<file path="src/common/cmd_lock_pkg.sv">
// package: command codes, state enum, field layouts for the flash command lock state table
package cmd_lock_pkg;
  localparam int DATA_W = 16;
  localparam int ADDR_W = 23;
  localparam int BLOCK_LSB = 16;
  localparam logic [7:0] CMD_LOCK_SETUP = 8'h60;
  localparam logic [7:0] CMD_OTP_SETUP = 8'hC0;
  localparam logic [7:0] CMD_BLOCK_PROTECT = 8'h01;
  localparam logic [7:0] CMD_LOCK_DOWN = 8'h2F;
  localparam logic [7:0] CMD_CFG_SET = 8'h03;
  localparam logic [7:0] CMD_BLANK_SETUP = 8'hBC;
  localparam logic [7:0] CMD_BLANK_CONFIRM = 8'hCB;
  localparam logic [7:0] CMD_BP_SETUP = 8'hE8;
  localparam logic [7:0] CMD_BP_CONFIRM = 8'hD0;
  localparam logic [7:0] CMD_BUFFERED_FACTORY_PROGRAM_SETUP = 8'h80;
  localparam logic [7:0] CMD_RESUME = 8'hD0;
  localparam logic [7:0] CMD_SUSPEND = 8'hB0;
  localparam logic [7:0] CMD_READ_ARRAY = 8'hFF;
  localparam logic [15:0] BUFFERED_FACTORY_PROGRAM_EXIT_DATA = 16'hFFFF;
  localparam logic [15:0] CFG_RESET = 16'h0000;
  localparam int INT_W = 4;
  localparam int EV_SEQ_ERR = 0;
  localparam int EV_LOCK_ERR = 1;
  localparam int EV_DONE = 2;
  localparam int EV_BP_FAIL = 3;
  localparam logic [1:0] REG_STATUS = 2'h0;
  localparam logic [1:0] REG_CLEAR = 2'h1;
  localparam logic [1:0] REG_ENABLE = 2'h2;
  localparam logic [1:0] REG_STATE = 2'h3;
  typedef enum logic [4:0] {
    ST_ERASE_PAUSED, ST_BP_SETUP_ES, ST_BP_LOAD1_ES, ST_BP_LOAD2_ES, ST_BP_CONFIRM_ES,
    ST_BP_BUSY_ES, ST_IS_BP_BUSY_ES, ST_IS_ES, ST_BP_SUSP_ES, ST_IS_BP_SUSP_ES,
    ST_BLANK_SETUP, ST_BLANK_BUSY, ST_IS_BLANK_BUSY, ST_LOCK_SETUP_ES,
    ST_BUFFERED_FACTORY_PROGRAM_SETUP, ST_BUFFERED_FACTORY_PROGRAM_BUSY, ST_READY, ST_IS_READY
  } cmd_state_t;
endpackage : cmd_lock_pkg

</file>
<file path="src/common/evt_if.sv">
// interface: event pulses from the state machine to the interrupt unit
`timescale 1ns/1ns
interface evt_if;
  import cmd_lock_pkg::*;
  logic [INT_W-1:0] events;
  modport src (output events);
  modport dst (input events);
endinterface : evt_if

</file>
<file path="src/hdl/cmd_lock_fsm.sv">
// module: command state machine for paused-erase buffered program, blank check, lock, factory program
`timescale 1ns/1ns
module cmd_lock_fsm
  import cmd_lock_pkg::*;
#(
  parameter int CNT_W = 5
)
(
  input wire logic clk,
  input wire logic rst,
  input wire logic wr_strobe,
  input wire logic [ADDR_W-1:0] wr_addr,
  input wire logic [DATA_W-1:0] wr_data,
  input wire logic engine_done,
  input wire logic status_bit_zero,
  input wire logic [1:0] reg_addr,
  input wire logic [INT_W-1:0] reg_wdata,
  input wire logic reg_we,
  input wire logic reg_re,
  output logic [INT_W-1:0] reg_rdata,
  output logic engine_busy_r,
  output logic prog_strobe_r,
  output logic [ADDR_W-1:0] prog_addr_r,
  output logic [DATA_W-1:0] prog_data_r,
  output logic [DATA_W-1:0] configuration_register_r,
  output logic [1:0] lock_bits_r,
  output logic irq
);
  cmd_state_t state_r, state_nxt;
  logic [CNT_W-1:0] count_r;
  logic [ADDR_W-1-BLOCK_LSB:0] first_block_r;
  logic block_bad_r;
  logic [INT_W-1:0] ev_nxt;
  logic [INT_W-1:0] status_w, enable_w;
  logic irq_w;
  logic [7:0] cmd;
  logic known;
  logic foreign_block_address;
  evt_if ev_bus ();

  assign cmd = wr_data[7:0];
  assign foreign_block_address = wr_addr[ADDR_W-1:BLOCK_LSB] != first_block_r;
  assign ev_bus.events = ev_nxt;
  assign irq = irq_w;

  // command code is part of the defined set
  always_comb
  begin
    known = (cmd == CMD_LOCK_SETUP) || (cmd == CMD_OTP_SETUP) || (cmd == CMD_BLOCK_PROTECT) ||
      (cmd == CMD_LOCK_DOWN) || (cmd == CMD_CFG_SET) || (cmd == CMD_BLANK_SETUP) ||
      (cmd == CMD_BLANK_CONFIRM) || (cmd == CMD_BP_SETUP) || (cmd == CMD_BP_CONFIRM) ||
      (cmd == CMD_BUFFERED_FACTORY_PROGRAM_SETUP) || (cmd == CMD_SUSPEND) || (cmd == CMD_READ_ARRAY);
  end

  // next state and event pulses
  always_comb
  begin
    state_nxt = state_r;
    ev_nxt = '0;
    case (state_r)
      ST_READY, ST_IS_READY:
      begin
        if (wr_strobe && cmd == CMD_BLANK_SETUP)
          state_nxt = ST_BLANK_SETUP;
        else if (wr_strobe && cmd == CMD_BUFFERED_FACTORY_PROGRAM_SETUP && !status_bit_zero)
          state_nxt = ST_BUFFERED_FACTORY_PROGRAM_SETUP;
        else if (wr_strobe && cmd == CMD_SUSPEND)
          state_nxt = ST_ERASE_PAUSED; // suspend pauses an erase run outside this block
        else if (wr_strobe && !known)
          state_nxt = ST_IS_READY;
      end
      ST_ERASE_PAUSED, ST_IS_ES:
      begin
        if (wr_strobe && cmd == CMD_BP_SETUP)
          state_nxt = ST_BP_SETUP_ES;
        else if (wr_strobe && cmd == CMD_LOCK_SETUP)
          state_nxt = ST_LOCK_SETUP_ES;
        else if (wr_strobe && !known)
          state_nxt = ST_IS_ES;
        else if (wr_strobe && known)
          state_nxt = ST_ERASE_PAUSED;
      end
      ST_BP_SETUP_ES:
      begin
        if (wr_strobe)
          state_nxt = ST_BP_LOAD1_ES; // count cycle, first data word always follows
      end
      ST_BP_LOAD1_ES:
      begin
        if (wr_strobe)
          state_nxt = (count_r == '0) ? ST_BP_CONFIRM_ES : ST_BP_LOAD2_ES;
      end
      ST_BP_LOAD2_ES:
      begin
        if (wr_strobe && count_r == '0)
          state_nxt = ST_BP_CONFIRM_ES;
      end
      ST_BP_CONFIRM_ES:
      begin
        if (wr_strobe)
        begin
          if (cmd != CMD_BP_CONFIRM)
          begin
            state_nxt = ST_ERASE_PAUSED;
            ev_nxt[EV_SEQ_ERR] = 1'b1;
          end
          else if (block_bad_r)
          begin
            state_nxt = ST_ERASE_PAUSED;
            ev_nxt[EV_BP_FAIL] = 1'b1;
          end
          else
            state_nxt = ST_BP_BUSY_ES;
        end
      end
      ST_BP_BUSY_ES, ST_IS_BP_BUSY_ES:
      begin
        if (engine_done)
        begin
          state_nxt = (state_r == ST_BP_BUSY_ES) ? ST_ERASE_PAUSED : ST_IS_ES;
          ev_nxt[EV_DONE] = 1'b1;
        end
        else if (wr_strobe && cmd == CMD_SUSPEND && state_r == ST_BP_BUSY_ES)
          state_nxt = ST_BP_SUSP_ES;
        else if (wr_strobe && !known)
          state_nxt = ST_IS_BP_BUSY_ES;
        else if (wr_strobe)
          state_nxt = ST_BP_BUSY_ES;
      end
      ST_BP_SUSP_ES, ST_IS_BP_SUSP_ES:
      begin
        if (wr_strobe && cmd == CMD_RESUME)
          state_nxt = ST_BP_BUSY_ES;
        else if (wr_strobe && !known)
          state_nxt = ST_IS_BP_SUSP_ES;
        else if (wr_strobe)
          state_nxt = ST_BP_SUSP_ES;
      end
      ST_BLANK_SETUP:
      begin
        if (wr_strobe)
        begin
          if (cmd == CMD_BLANK_CONFIRM)
            state_nxt = ST_BLANK_BUSY;
          else
          begin
            state_nxt = ST_READY;
            ev_nxt[EV_SEQ_ERR] = 1'b1;
          end
        end
      end
      ST_BLANK_BUSY, ST_IS_BLANK_BUSY:
      begin
        if (engine_done)
        begin
          state_nxt = (state_r == ST_BLANK_BUSY) ? ST_READY : ST_IS_READY;
          ev_nxt[EV_DONE] = 1'b1;
        end
        else if (wr_strobe && !known)
          state_nxt = ST_IS_BLANK_BUSY;
        else if (wr_strobe)
          state_nxt = ST_BLANK_BUSY;
      end
      ST_LOCK_SETUP_ES:
      begin
        if (wr_strobe)
        begin
          state_nxt = ST_ERASE_PAUSED;
          if (cmd == CMD_LOCK_SETUP || cmd == CMD_OTP_SETUP)
            ev_nxt[EV_SEQ_ERR] = 1'b1;
          else if (cmd != CMD_BLOCK_PROTECT && cmd != CMD_LOCK_DOWN && cmd != CMD_CFG_SET)
            ev_nxt[EV_LOCK_ERR] = 1'b1;
        end
      end
      ST_BUFFERED_FACTORY_PROGRAM_SETUP:
      begin
        if (wr_strobe)
          state_nxt = ST_BUFFERED_FACTORY_PROGRAM_BUSY;
      end
      ST_BUFFERED_FACTORY_PROGRAM_BUSY:
      begin
        if (wr_strobe && foreign_block_address && wr_data == BUFFERED_FACTORY_PROGRAM_EXIT_DATA)
        begin
          state_nxt = ST_READY;
          ev_nxt[EV_DONE] = 1'b1;
        end
        else if (wr_strobe)
          state_nxt = ST_BUFFERED_FACTORY_PROGRAM_BUSY;
      end
      default:
        state_nxt = ST_READY;
    endcase
  end

  // state register; reset to ready
  always_ff @(posedge clk)
  begin
    if (rst)
      state_r <= ST_READY;
    else
      state_r <= state_nxt;
  end

  // word counter for buffer loads
  always_ff @(posedge clk)
  begin
    if (rst)
      count_r <= '0;
    else if (wr_strobe && state_r == ST_BP_SETUP_ES)
      count_r <= wr_data[CNT_W-1:0];
    else if (wr_strobe && (state_r == ST_BP_LOAD1_ES || state_r == ST_BP_LOAD2_ES)
             && count_r != '0)
      count_r <= count_r - 1'b1;
  end

  // first block capture and foreign-block check
  always_ff @(posedge clk)
  begin
    if (rst)
    begin
      first_block_r <= '0;
      block_bad_r <= 1'b0;
    end
    else if (wr_strobe && (state_r == ST_BP_SETUP_ES || state_r == ST_BUFFERED_FACTORY_PROGRAM_SETUP))
    begin
      first_block_r <= wr_addr[ADDR_W-1:BLOCK_LSB];
      block_bad_r <= 1'b0;
    end
    else if (wr_strobe && (state_r == ST_BP_LOAD1_ES || state_r == ST_BP_LOAD2_ES)
             && foreign_block_address)
      block_bad_r <= 1'b1;
  end

  // program data strobe: buffer loads and factory data
  always_ff @(posedge clk)
  begin
    if (rst)
    begin
      prog_strobe_r <= 1'b0;
      prog_addr_r <= '0;
      prog_data_r <= '0;
    end
    else
    begin
      prog_strobe_r <= wr_strobe && (state_r == ST_BP_LOAD1_ES || state_r == ST_BP_LOAD2_ES
        || (state_r == ST_BUFFERED_FACTORY_PROGRAM_BUSY && !foreign_block_address));
      prog_addr_r <= wr_addr;
      prog_data_r <= wr_data;
    end
  end

  // engine busy flag
  always_ff @(posedge clk)
  begin
    if (rst)
      engine_busy_r <= 1'b0;
    else
      engine_busy_r <= state_nxt == ST_BP_BUSY_ES || state_nxt == ST_IS_BP_BUSY_ES ||
        state_nxt == ST_BLANK_BUSY || state_nxt == ST_IS_BLANK_BUSY ||
        state_nxt == ST_BUFFERED_FACTORY_PROGRAM_BUSY;
  end

  // lock and configuration confirms; confirm cycles ignored while engine runs
  always_ff @(posedge clk)
  begin
    if (rst)
    begin
      lock_bits_r <= '0;
      configuration_register_r <= CFG_RESET;
    end
    else if (wr_strobe && state_r == ST_LOCK_SETUP_ES && !engine_busy_r)
    begin
      if (cmd == CMD_BLOCK_PROTECT)
        lock_bits_r[0] <= 1'b1;
      else if (cmd == CMD_LOCK_DOWN)
        lock_bits_r[1] <= 1'b1;
      else if (cmd == CMD_CFG_SET)
        configuration_register_r <= {wr_addr[DATA_W-1:0]};
    end
  end

  // register read port, data one cycle after strobe
  always_ff @(posedge clk)
  begin
    if (rst)
      reg_rdata <= '0;
    else if (reg_re)
    begin
      if (reg_addr == REG_STATUS)
        reg_rdata <= status_w;
      else if (reg_addr == REG_ENABLE)
        reg_rdata <= enable_w;
      else if (reg_addr == REG_STATE)
        reg_rdata <= state_r[INT_W-1:0];
      else
        reg_rdata <= '0;
    end
  end

  irq_unit u_irq (
    .clk(clk),
    .rst(rst),
    .ev(ev_bus.dst),
    .clr_we(reg_we && reg_addr == REG_CLEAR),
    .en_we(reg_we && reg_addr == REG_ENABLE),
    .wdata(reg_wdata),
    .status_r(status_w),
    .enable_r(enable_w),
    .irq_r(irq_w)
  );

  // wrong confirm lands in erase paused the next cycle
  property p_seq_err;
    @(posedge clk) disable iff (rst)
    (state_r == ST_BP_CONFIRM_ES && wr_strobe && cmd != CMD_BP_CONFIRM)
      |=> (state_r == ST_ERASE_PAUSED) ##1 status_w[EV_SEQ_ERR];
  endproperty
  a_seq_err: assert property (p_seq_err) else $error("bad confirm not handled");

  property p_zero_count;
    @(posedge clk) disable iff (rst)
    (state_r == ST_BP_LOAD1_ES && wr_strobe && count_r == '0)
      |=> state_r == ST_BP_CONFIRM_ES;
  endproperty
  a_zero_count: assert property (p_zero_count) else $error("zero count missed confirm");

  property p_buffered_factory_program_exit;
    @(posedge clk) disable iff (rst)
    (state_r == ST_BUFFERED_FACTORY_PROGRAM_BUSY && wr_strobe && !(foreign_block_address && wr_data == BUFFERED_FACTORY_PROGRAM_EXIT_DATA))
      |=> state_r == ST_BUFFERED_FACTORY_PROGRAM_BUSY && engine_busy_r;
  endproperty
  a_buffered_factory_program_exit: assert property (p_buffered_factory_program_exit) else $error("factory mode left early");

  property p_buffered_factory_program_gate;
    @(posedge clk) disable iff (rst)
    (state_r == ST_READY && wr_strobe && cmd == CMD_BUFFERED_FACTORY_PROGRAM_SETUP && status_bit_zero)
      |=> state_r != ST_BUFFERED_FACTORY_PROGRAM_SETUP;
  endproperty
  a_buffered_factory_program_gate: assert property (p_buffered_factory_program_gate) else $error("factory mode taken with bit set");

  property p_bp_done;
    @(posedge clk) disable iff (rst)
    (state_r == ST_BP_BUSY_ES && engine_done) |=> state_r == ST_ERASE_PAUSED ##1 !engine_busy_r;
  endproperty
  a_bp_done: assert property (p_bp_done) else $error("busy did not return");

  property p_fail;
    @(posedge clk) disable iff (rst)
    (state_r == ST_BP_CONFIRM_ES && block_bad_r && wr_strobe) |=> state_r != ST_BP_BUSY_ES;
  endproperty
  a_fail: assert property (p_fail) else $error("mixed block program started");

  property p_illegal;
    @(posedge clk) disable iff (rst)
    (state_r == ST_ERASE_PAUSED && wr_strobe && !known) |=> state_r == ST_IS_ES;
  endproperty
  a_illegal: assert property (p_illegal) else $error("illegal code not trapped");

  property p_hold;
    @(posedge clk) disable iff (rst)
    (!wr_strobe && !engine_done) |=> $stable(state_r);
  endproperty
  a_hold: assert property (p_hold) else $error("state moved without input");

  property p_buffered_factory_program_data;
    @(posedge clk) disable iff (rst)
    (state_r == ST_BUFFERED_FACTORY_PROGRAM_BUSY && wr_strobe && !foreign_block_address)
      |=> prog_strobe_r && prog_data_r == $past(wr_data);
  endproperty
  a_buffered_factory_program_data: assert property (p_buffered_factory_program_data) else $error("factory write not data");
endmodule : cmd_lock_fsm

</file>
<file path="src/hdl/irq_unit.sv">
// module: sticky event status, write-one clear, enable mask and level interrupt
`timescale 1ns/1ns
module irq_unit
  import cmd_lock_pkg::*;
(
  input wire logic clk,
  input wire logic rst,
  evt_if.dst ev,
  input wire logic clr_we,
  input wire logic en_we,
  input wire logic [INT_W-1:0] wdata,
  output logic [INT_W-1:0] status_r,
  output logic [INT_W-1:0] enable_r,
  output logic irq_r
);
  // sticky bits: a set in the clear cycle wins
  always_ff @(posedge clk)
  begin
    if (rst)
      status_r <= '0;
    else if (clr_we)
      status_r <= (status_r & ~wdata) | ev.events;
    else
      status_r <= status_r | ev.events;
  end

  // enable mask
  always_ff @(posedge clk)
  begin
    if (rst)
      enable_r <= '0;
    else if (en_we)
      enable_r <= wdata;
  end

  // level interrupt, registered
  always_ff @(posedge clk)
  begin
    if (rst)
      irq_r <= 1'b0;
    else
      irq_r <= |(status_r & enable_r);
  end
endmodule : irq_unit

</file>
<file path="config.mk">
export PLATFORM = sky130hd
export DESIGN_NAME = cmd_lock_fsm
export DESIGN_NICKNAME = d
export VERILOG_FILES = /design/src/common/cmd_lock_pkg.sv /design/src/common/evt_if.sv /design/src/hdl/cmd_lock_fsm.sv /design/src/hdl/irq_unit.sv
export SDC_FILE = /design/constraint.sdc
export NUM_CORES = 1
export LEC_CHECK = 0
export ABC_AREA = 1
export BUFFER_PORTS_ARGS = -buffer_cell sky130_fd_sc_hd__buf_2
export CORE_ASPECT_RATIO = 0.5
export CORE_MARGIN = 5
export CORE_UTILIZATION = 40
export DETAILED_ROUTE_END_ITERATION = 12
export SYNTH_ARGS = -nofsm -noshare
export SYNTH_HDL_FRONTEND = slang
export SYNTH_SLANG_ARGS = --single-unit
</file>
<file path="constraint.sdc">
create_clock -name clk -period 4.1 [get_ports clk]
set_input_delay 1.23 -clock clk [delete_from_list [all_inputs] [get_ports clk]]
set_output_delay 1.23 -clock clk [all_outputs]
set_load 0.01 [all_outputs]
</file>
==> results of run 1 <==
[metal layers]
layer	up-vias	routed length, microns	GRT usage, %
li1	2087	-	-
met1	1798	5510	24.7
met2	109	5010	27.3
met3	12	801	5.56
met4	2	100	4.45
met5	-	13	0
[synthesized netlist by cell type, drive strengths merged]
cell type | count | area share, %
nand2 | 127 | 13
nor2 | 101 | 11
dfxtp | 90 | 42
inv | 89 | 7.8
nand3 | 35 | 5.1
o21ai | 32 | 3.8
a21oi | 31 | 3.9
nor3 | 12 | 1.9
buf | 10 | 1.3
clkbuf | 10 | 0.88
a211oi | 8 | 1.4
a31oi | 8 | 1.2
xor2 | 7 | 1.4
nand4 | 6 | 1.0
a41oi | 3 | 0.62
and3 | 2 | 0.29
ha | 2 | 0.59
o221a | 2 | 0.53
o221ai | 2 | 0.41
o22ai | 2 | 0.29
xnor2 | 2 | 0.41
a21o | 1 | 0.18
nor4 | 1 | 0.50
o211ai | 1 | 0.18
o311ai | 1 | 0.21
o31ai | 1 | 0.18
or2 | 1 | 0.15
[layout make-up]
class | count | share of cell area [%]
clock buffers | 9 | 4.29
clock inverters | 7 | 1.79
inverters | 89 | 6.36
multi-input cells | 388 | 38.7
flip-flops and latches | 90 | 34.3
well taps | 140 | 3.33
repair buffers | 117 | 11.2
[power by group]
| group | internal [mW] | switching, mW |
|---|---|---|
| Clock | 0.491 | 0.390 |
| Combinational | 0.0652 | 0.115 |
| Sequential | 0.900 | 0.0115 |
| Total | 1.46 | 0.516 |
[registers in the layout, summed over array words and instances, names as in the netlist, 5 cells and up]
| name | cells |
|---|---|
| prog_addr_r | 23 |
| first_block_r | 7 |
| count_r | 5 |
| state_r | 5 |
| configuration_register_r | 16 |
| prog_data_r | 16 |
[critical path: cells and delay by family]
kind	cells	cell delay [ns]
compound gates	1	0.05
buf+inv	4	0.79
simple gates	9	0.85
[how the worst min path moves through the flow]
stage / start / endpoint / slack (ns) / depth (start not counted)
after floorplan: u_irq.enable_r[0] / u_irq.enable_r[0] / 0.44 / 2
after CTS: lock_bits_r[0] / lock_bits_r[0] / 0.47 / 2
after global placement: lock_bits_r[0] / lock_bits_r[0] / 0.45 / 2
after global routing: lock_bits_r[1] / lock_bits_r[1] / 0.52 / 2
after detailed placement: lock_bits_r[0] / lock_bits_r[0] / 0.45 / 2
final: lock_bits_r[0] / lock_bits_r[0] / 0.47 / 2
[through the flow]
step	power [mW]	util, %	hold slack, ns	cell area, sq um	cells
floorplan	1.04	-	0.439	4260	587
CTS	2.00	50.9	0.472	5250	840
global route	2.06	50.9	0.517	5250	840
detailed placement	1.11	47.9	0.455	4930	824
finish	1.97	50.9	0.472	5250	840
global placement	1.11	47.9	0.453	4930	824
[kinds of logic after synthesis]
family	after synthesis	synth area share, %
buffers and inverters	109	10.1
AND/OR/NAND/NOR	285	32.4
adder cells (fa/ha/maj)	2	0.587
AO/OA/AOI/OAI	92	12.8
flip-flops	90	42.3
XOR/XNOR	9	1.85
==> impl_metrics.py, run 1 <==
metrics = {
    "cts": {
        "clk_pin_slew_ns": 0.07,
        "cts-resized-gates": 0,
        "post_cts_buffers": 0,
        "h-tree-depth": 3,
        "cts_tree": "done",
        "cts-buffers-inserted": 9,
        "ctsLongestPathBuffers": 2,
        "cts-root-buf": "clkbuf_16",
        "clock-sinks": 90,
        "postCtsHoldBufs": 0,
        "worst_skew_pair.late_latency_ns": 0.34,
    },
    "place": {
        "place_ws_ns": 1.03,
        "gp_congestion": 0.931,
        "hpwlAfterDp_microns": 8700,
        "port_buffers": 115,
    },
    "finish": {
        "final_common_cell": "buf_2",
        "multi_input_area_sq_um": 2030,
        "antenna_cells": 0,
        "fillers": 1038,
        "drive_gt1_share_pct": 28.6,
        "fin_nets": 749,
        "layout_common_cells": "buf_2 (115), nand2_1 (108), dfxtp_1 (90), nor2_1 (84), inv_1 (76)",
        "area_delta_synth_final_pct": 23.2,
        "ff_latch_area_sq_um": 1800,
    },
    "yosys": {
        "synth_cell_types": 40,
        "syn_inst": 587,
        "synth_fp_nets": 641,
        "avgSynthCellArea_sq_um": 7.26,
        "synth_seq_cells": 90,
        "synth_area_sq_um": 4260,
        "ys_warn_count": 0,
        "ys_seq_area_share_pct": 42.3,
    },
    "timing": {
        "fin_crit_sh_pct": 66.8,
        "final_max_slew_viol_count": 0,
        "worst_pin_slew_ns": 0.890,
        "setup_viol": 0,
        "timing.setup.tns_ns": 0,
        "skew_ns": 0.00689,
        "timing_hold_violations_final": 0,
        "setup_slack_ns": 1.36,
        "rsz0062_at_grt": "no",
        "slew-limit-headroom_pct": 40.6,
        "period_minus_slack_ns": 2.74,
        "max_freq_ghz": 0.365,
    },
    "die": {
        "fp.dieH_microns": 83.0,
        "rows": 26,
        "die_area_sq_um": 13000,
        "pin_count": 116,
        "die_width_microns": 156,
        "start_util_pct": 41.3,
        "core_sq_um": 10300,
    },
    "global_routing": {
        "gr-total-overflow": 0,
        "grt_use_total_pct": 17.9,
        "grt_pass1_vias": 3851,
        "antenna_found_initial": 1,
        "grt_max_degree": 64,
        "grt_pass1_wl_microns": 18900,
    },
    "hold_path": {
        "hold_class": "register to register",
    },
    "setup_path": {
        "max_stage_delay_ns": 0.33,
        "critPathLaunch": "wr_strobe",
        "worst_ep_required_time_ns": 4.31,
        "arrival_ns": 2.94,
        "startpoint_type": "input pin",
        "cp_slowest_cell": "buf_2",
        "regToRegEndpoint": "engine_busy_r",
        "r2r_slack_ns": 1.98,
        "crit_path_cell_trace": "buf_2 -> inv_1 -> nor2_2 -> nand2_1 -> nand3_1 -> nand2_1 -> inv_1 -> nand2_1 -> nor2_1 -> nand3_1 -> inv_1 -> nor2_1 -> nand3_1 -> a21oi_2",
        "crit_path_end_kind": "register",
        "worstRegToRegCells": 10,
        "path_max_fanout": 17,
        "criticalPathCategory": "input pin to register",
        "crit_path_end": "engine_busy_r",
        "reg2reg_from": "state_r[2]",
    },
    "power_and_ir_drop": {
        "p_per_area_nw_per_um2": 376,
        "p_leak_nw": 2.65,
        "ir_worst_vdd_uv": 197,
    },
    "routing": {
        "first_iter_violations": 266,
        "route.detailed.drc": 0,
        "vias": 4008,
        "final_antenna_net_count": 0,
        "via_per_inst": 4.77,
        "drtPass1Iterations": 5,
        "wirelength_microns": 11400,
        "wl_per_cell_microns": 13.6,
    },
    "status": {
        "status": "finished, final reports clean",
    },
    "job": {
        "maxCapViolCount": 0,
    },
}
No activity file was read; power rests on OpenSTA's default activity.
==> run 2, diff against run 1 <==
==> constraint.sdc (replaced) <==
create_clock -name clk -period 2.7 [get_ports clk]
set_input_delay 0.81 -clock clk [delete_from_list [all_inputs] [get_ports clk]]
set_output_delay 0.81 -clock clk [all_outputs]
set_load 0.01 [all_outputs]
==> impl_metrics.py, run 2 (same netlist as run 1, synthesis figures left out) <==
metrics = {
    "timing": {
        "worst_pin_slew_ns": 0.773,
        "hold_ws_ns": 0.477,
        "rsz0062_at_grt": "no",
        "skew_ns": 0.00716,
        "setup_slack_ns": 0.487,
        "max_freq_ghz": 0.452,
        "slew-limit-headroom_pct": 48.1,
        "fin_crit_sh_pct": 82.0,
        "setup_viol": 0,
        "period_minus_slack_ns": 2.21,
        "timing_hold_violations_final": 0,
        "final_max_slew_viol_count": 0,
        "timing.setup.tns_ns": 0,
    },
    "setup_path": {
        "worstRegToRegCells": 12,
        "worst_ep_required_time_ns": 2.98,
        "reg2reg_from": "state_r[2]",
        "r2r_slack_ns": 0.49,
        "arrival_ns": 2.49,
        "path_max_fanout": 8,
        "crit_path_end_kind": "register",
        "startpoint_type": "register",
        "criticalPathCategory": "register to register",
        "regToRegEndpoint": "engine_busy_r",
    },
    "job": {
        "maxCapViolCount": 0,
    },
    "finish": {
        "drive_gt1_share_pct": 29.1,
        "fin_nets": 754,
        "layout_common_cells": "buf_2 (115), nand2_1 (108), dfxtp_1 (90), nor2_1 (84), inv_1 (76)",
        "fillers": 1043,
        "final_common_cell": "buf_2",
        "regMostFlops": "prog_addr_r",
        "largest_reg_flops": 23,
        "post_layout_nonfiller_instances": 845,
        "antenna_cells": 0,
        "top_regs": "prog_addr_r x23, configuration_register_r x16, prog_data_r x16",
        "area_delta_synth_final_pct": 24.1,
    },
    "die": {
        "die_area_sq_um": 13000,
        "core_sq_um": 10300,
        "die_width_microns": 156,
        "rows": 26,
        "start_util_pct": 41.3,
        "pin_count": 116,
        "fp.dieH_microns": 83.0,
    },
    "cts": {
        "cts-buffers-inserted": 9,
        "post_cts_buffers": 0,
        "postCtsHoldBufs": 0,
        "ctsLongestPathBuffers": 2,
        "worst_skew_pair.late_latency_ns": 0.34,
        "cts_tree": "done",
        "cts-root-buf": "clkbuf_16",
        "clock-sinks": 90,
        "h-tree-depth": 3,
        "clk_pin_slew_ns": 0.07,
        "cts-resized-gates": 0,
    },
    "routing": {
        "first_iter_violations": 280,
        "drtPass1Iterations": 7,
        "wirelength_microns": 11900,
        "final_antenna_net_count": 0,
        "route.detailed.drc": 0,
        "wl_per_cell_microns": 14.1,
        "vias": 4070,
        "via_per_inst": 4.82,
    },
    "place": {
        "place_inst": 829,
        "port_buffers": 115,
        "place_ws_ns": 0.181,
        "gp_congestion": 0.941,
        "hpwlAfterDp_microns": 9140,
    },
    "global_routing": {
        "grt_pass1_wl_microns": 19900,
        "grt_use_total_pct": 18.9,
        "gr-total-overflow": 0,
        "grt_pass1_vias": 4053,
        "antenna_found_initial": 1,
        "grt_max_degree": 33,
    },
    "power_and_ir_drop": {
        "p_leak_nw": 2.67,
        "p_per_area_nw_per_um2": 568,
        "ir_worst_vdd_uv": 312,
    },
    "hold_path": {
        "hold-path-cell-count": 2,
        "hold_class": "register to register",
        "hold-path-endpoint": "u_irq.enable_r[0]",
        "worstHoldStart": "u_irq.enable_r[0]",
    },
    "status": {
        "status": "finished, final reports clean",
    },
}
-- run 2: cell types whose count changed in the layout (fill, tap and decap cells not counted), sizes merged --
cell,change
buf,+5
clkinvlp,+1
inv,-1
-- run 2: routing by layer --
metal,vias to the layer above,GRT usage [%],routed length [microns]
met5,-,0,13
met4,2,5.16,135
met3,15,6.13,879
met2,121,28.9,5310
met1,1842,25.5,5560
li1,2090,-,-
-- run 2: worst max-delay path by stage --
stage               start       endpoint
3_3_place_gp   wr_data[3]  engine_busy_r
2_1_floorplan   wr_strobe  engine_busy_r
6_report       state_r[2]  engine_busy_r
4_1_cts        state_r[2]  engine_busy_r
5_1_grt        wr_data[1]  engine_busy_r
3_5_place_dp   wr_data[3]  engine_busy_r
-- run 2: final cells by class --
cell class	count	area, sq um	area share [%]
clock buffer	9	225	4.26
multi-input combinational	388	2030	38.4
timing repair buffer	122	628	11.9
clock inverter	7	95.1	1.80
sequential	90	1800	34.0
inverter	89	334	6.31
tap	140	175	3.31
-- run 2: power breakdown --
part           leakage (nW)  total (mW)  internal [mW]  switching, mW
Combinational          1.79       0.280          0.103          0.177
Sequential            0.737        1.38           1.37         0.0169
Clock                 0.150        1.34          0.745          0.595
Total                  2.67        3.00           2.22          0.789
-- run 2: stage by stage --
step	total power [mW]	instance area [sq um]	utilization, %
detailed placement	1.70	4970	48.2
global route	3.15	5290	51.3
CTS	3.05	5290	51.3
floorplan	1.57	4260	-
global placement	1.69	4970	48.2
finish	3.00	5290	51.3
-- run 2: worst max-delay path, cell delays in order (launching register included) --
cell,delay (ns)
dfxtp_1,0.53
nand2_1,0.19
nor3_1,0.67
nand2_2,0.13
nand2_1,0.10
nor2_2,0.04
nand2_2,0.09
inv_1,0.05
nand3_1,0.08
nand2_2,0.06
nand2_1,0.06
nand2_1,0.05
a21oi_2,0.10
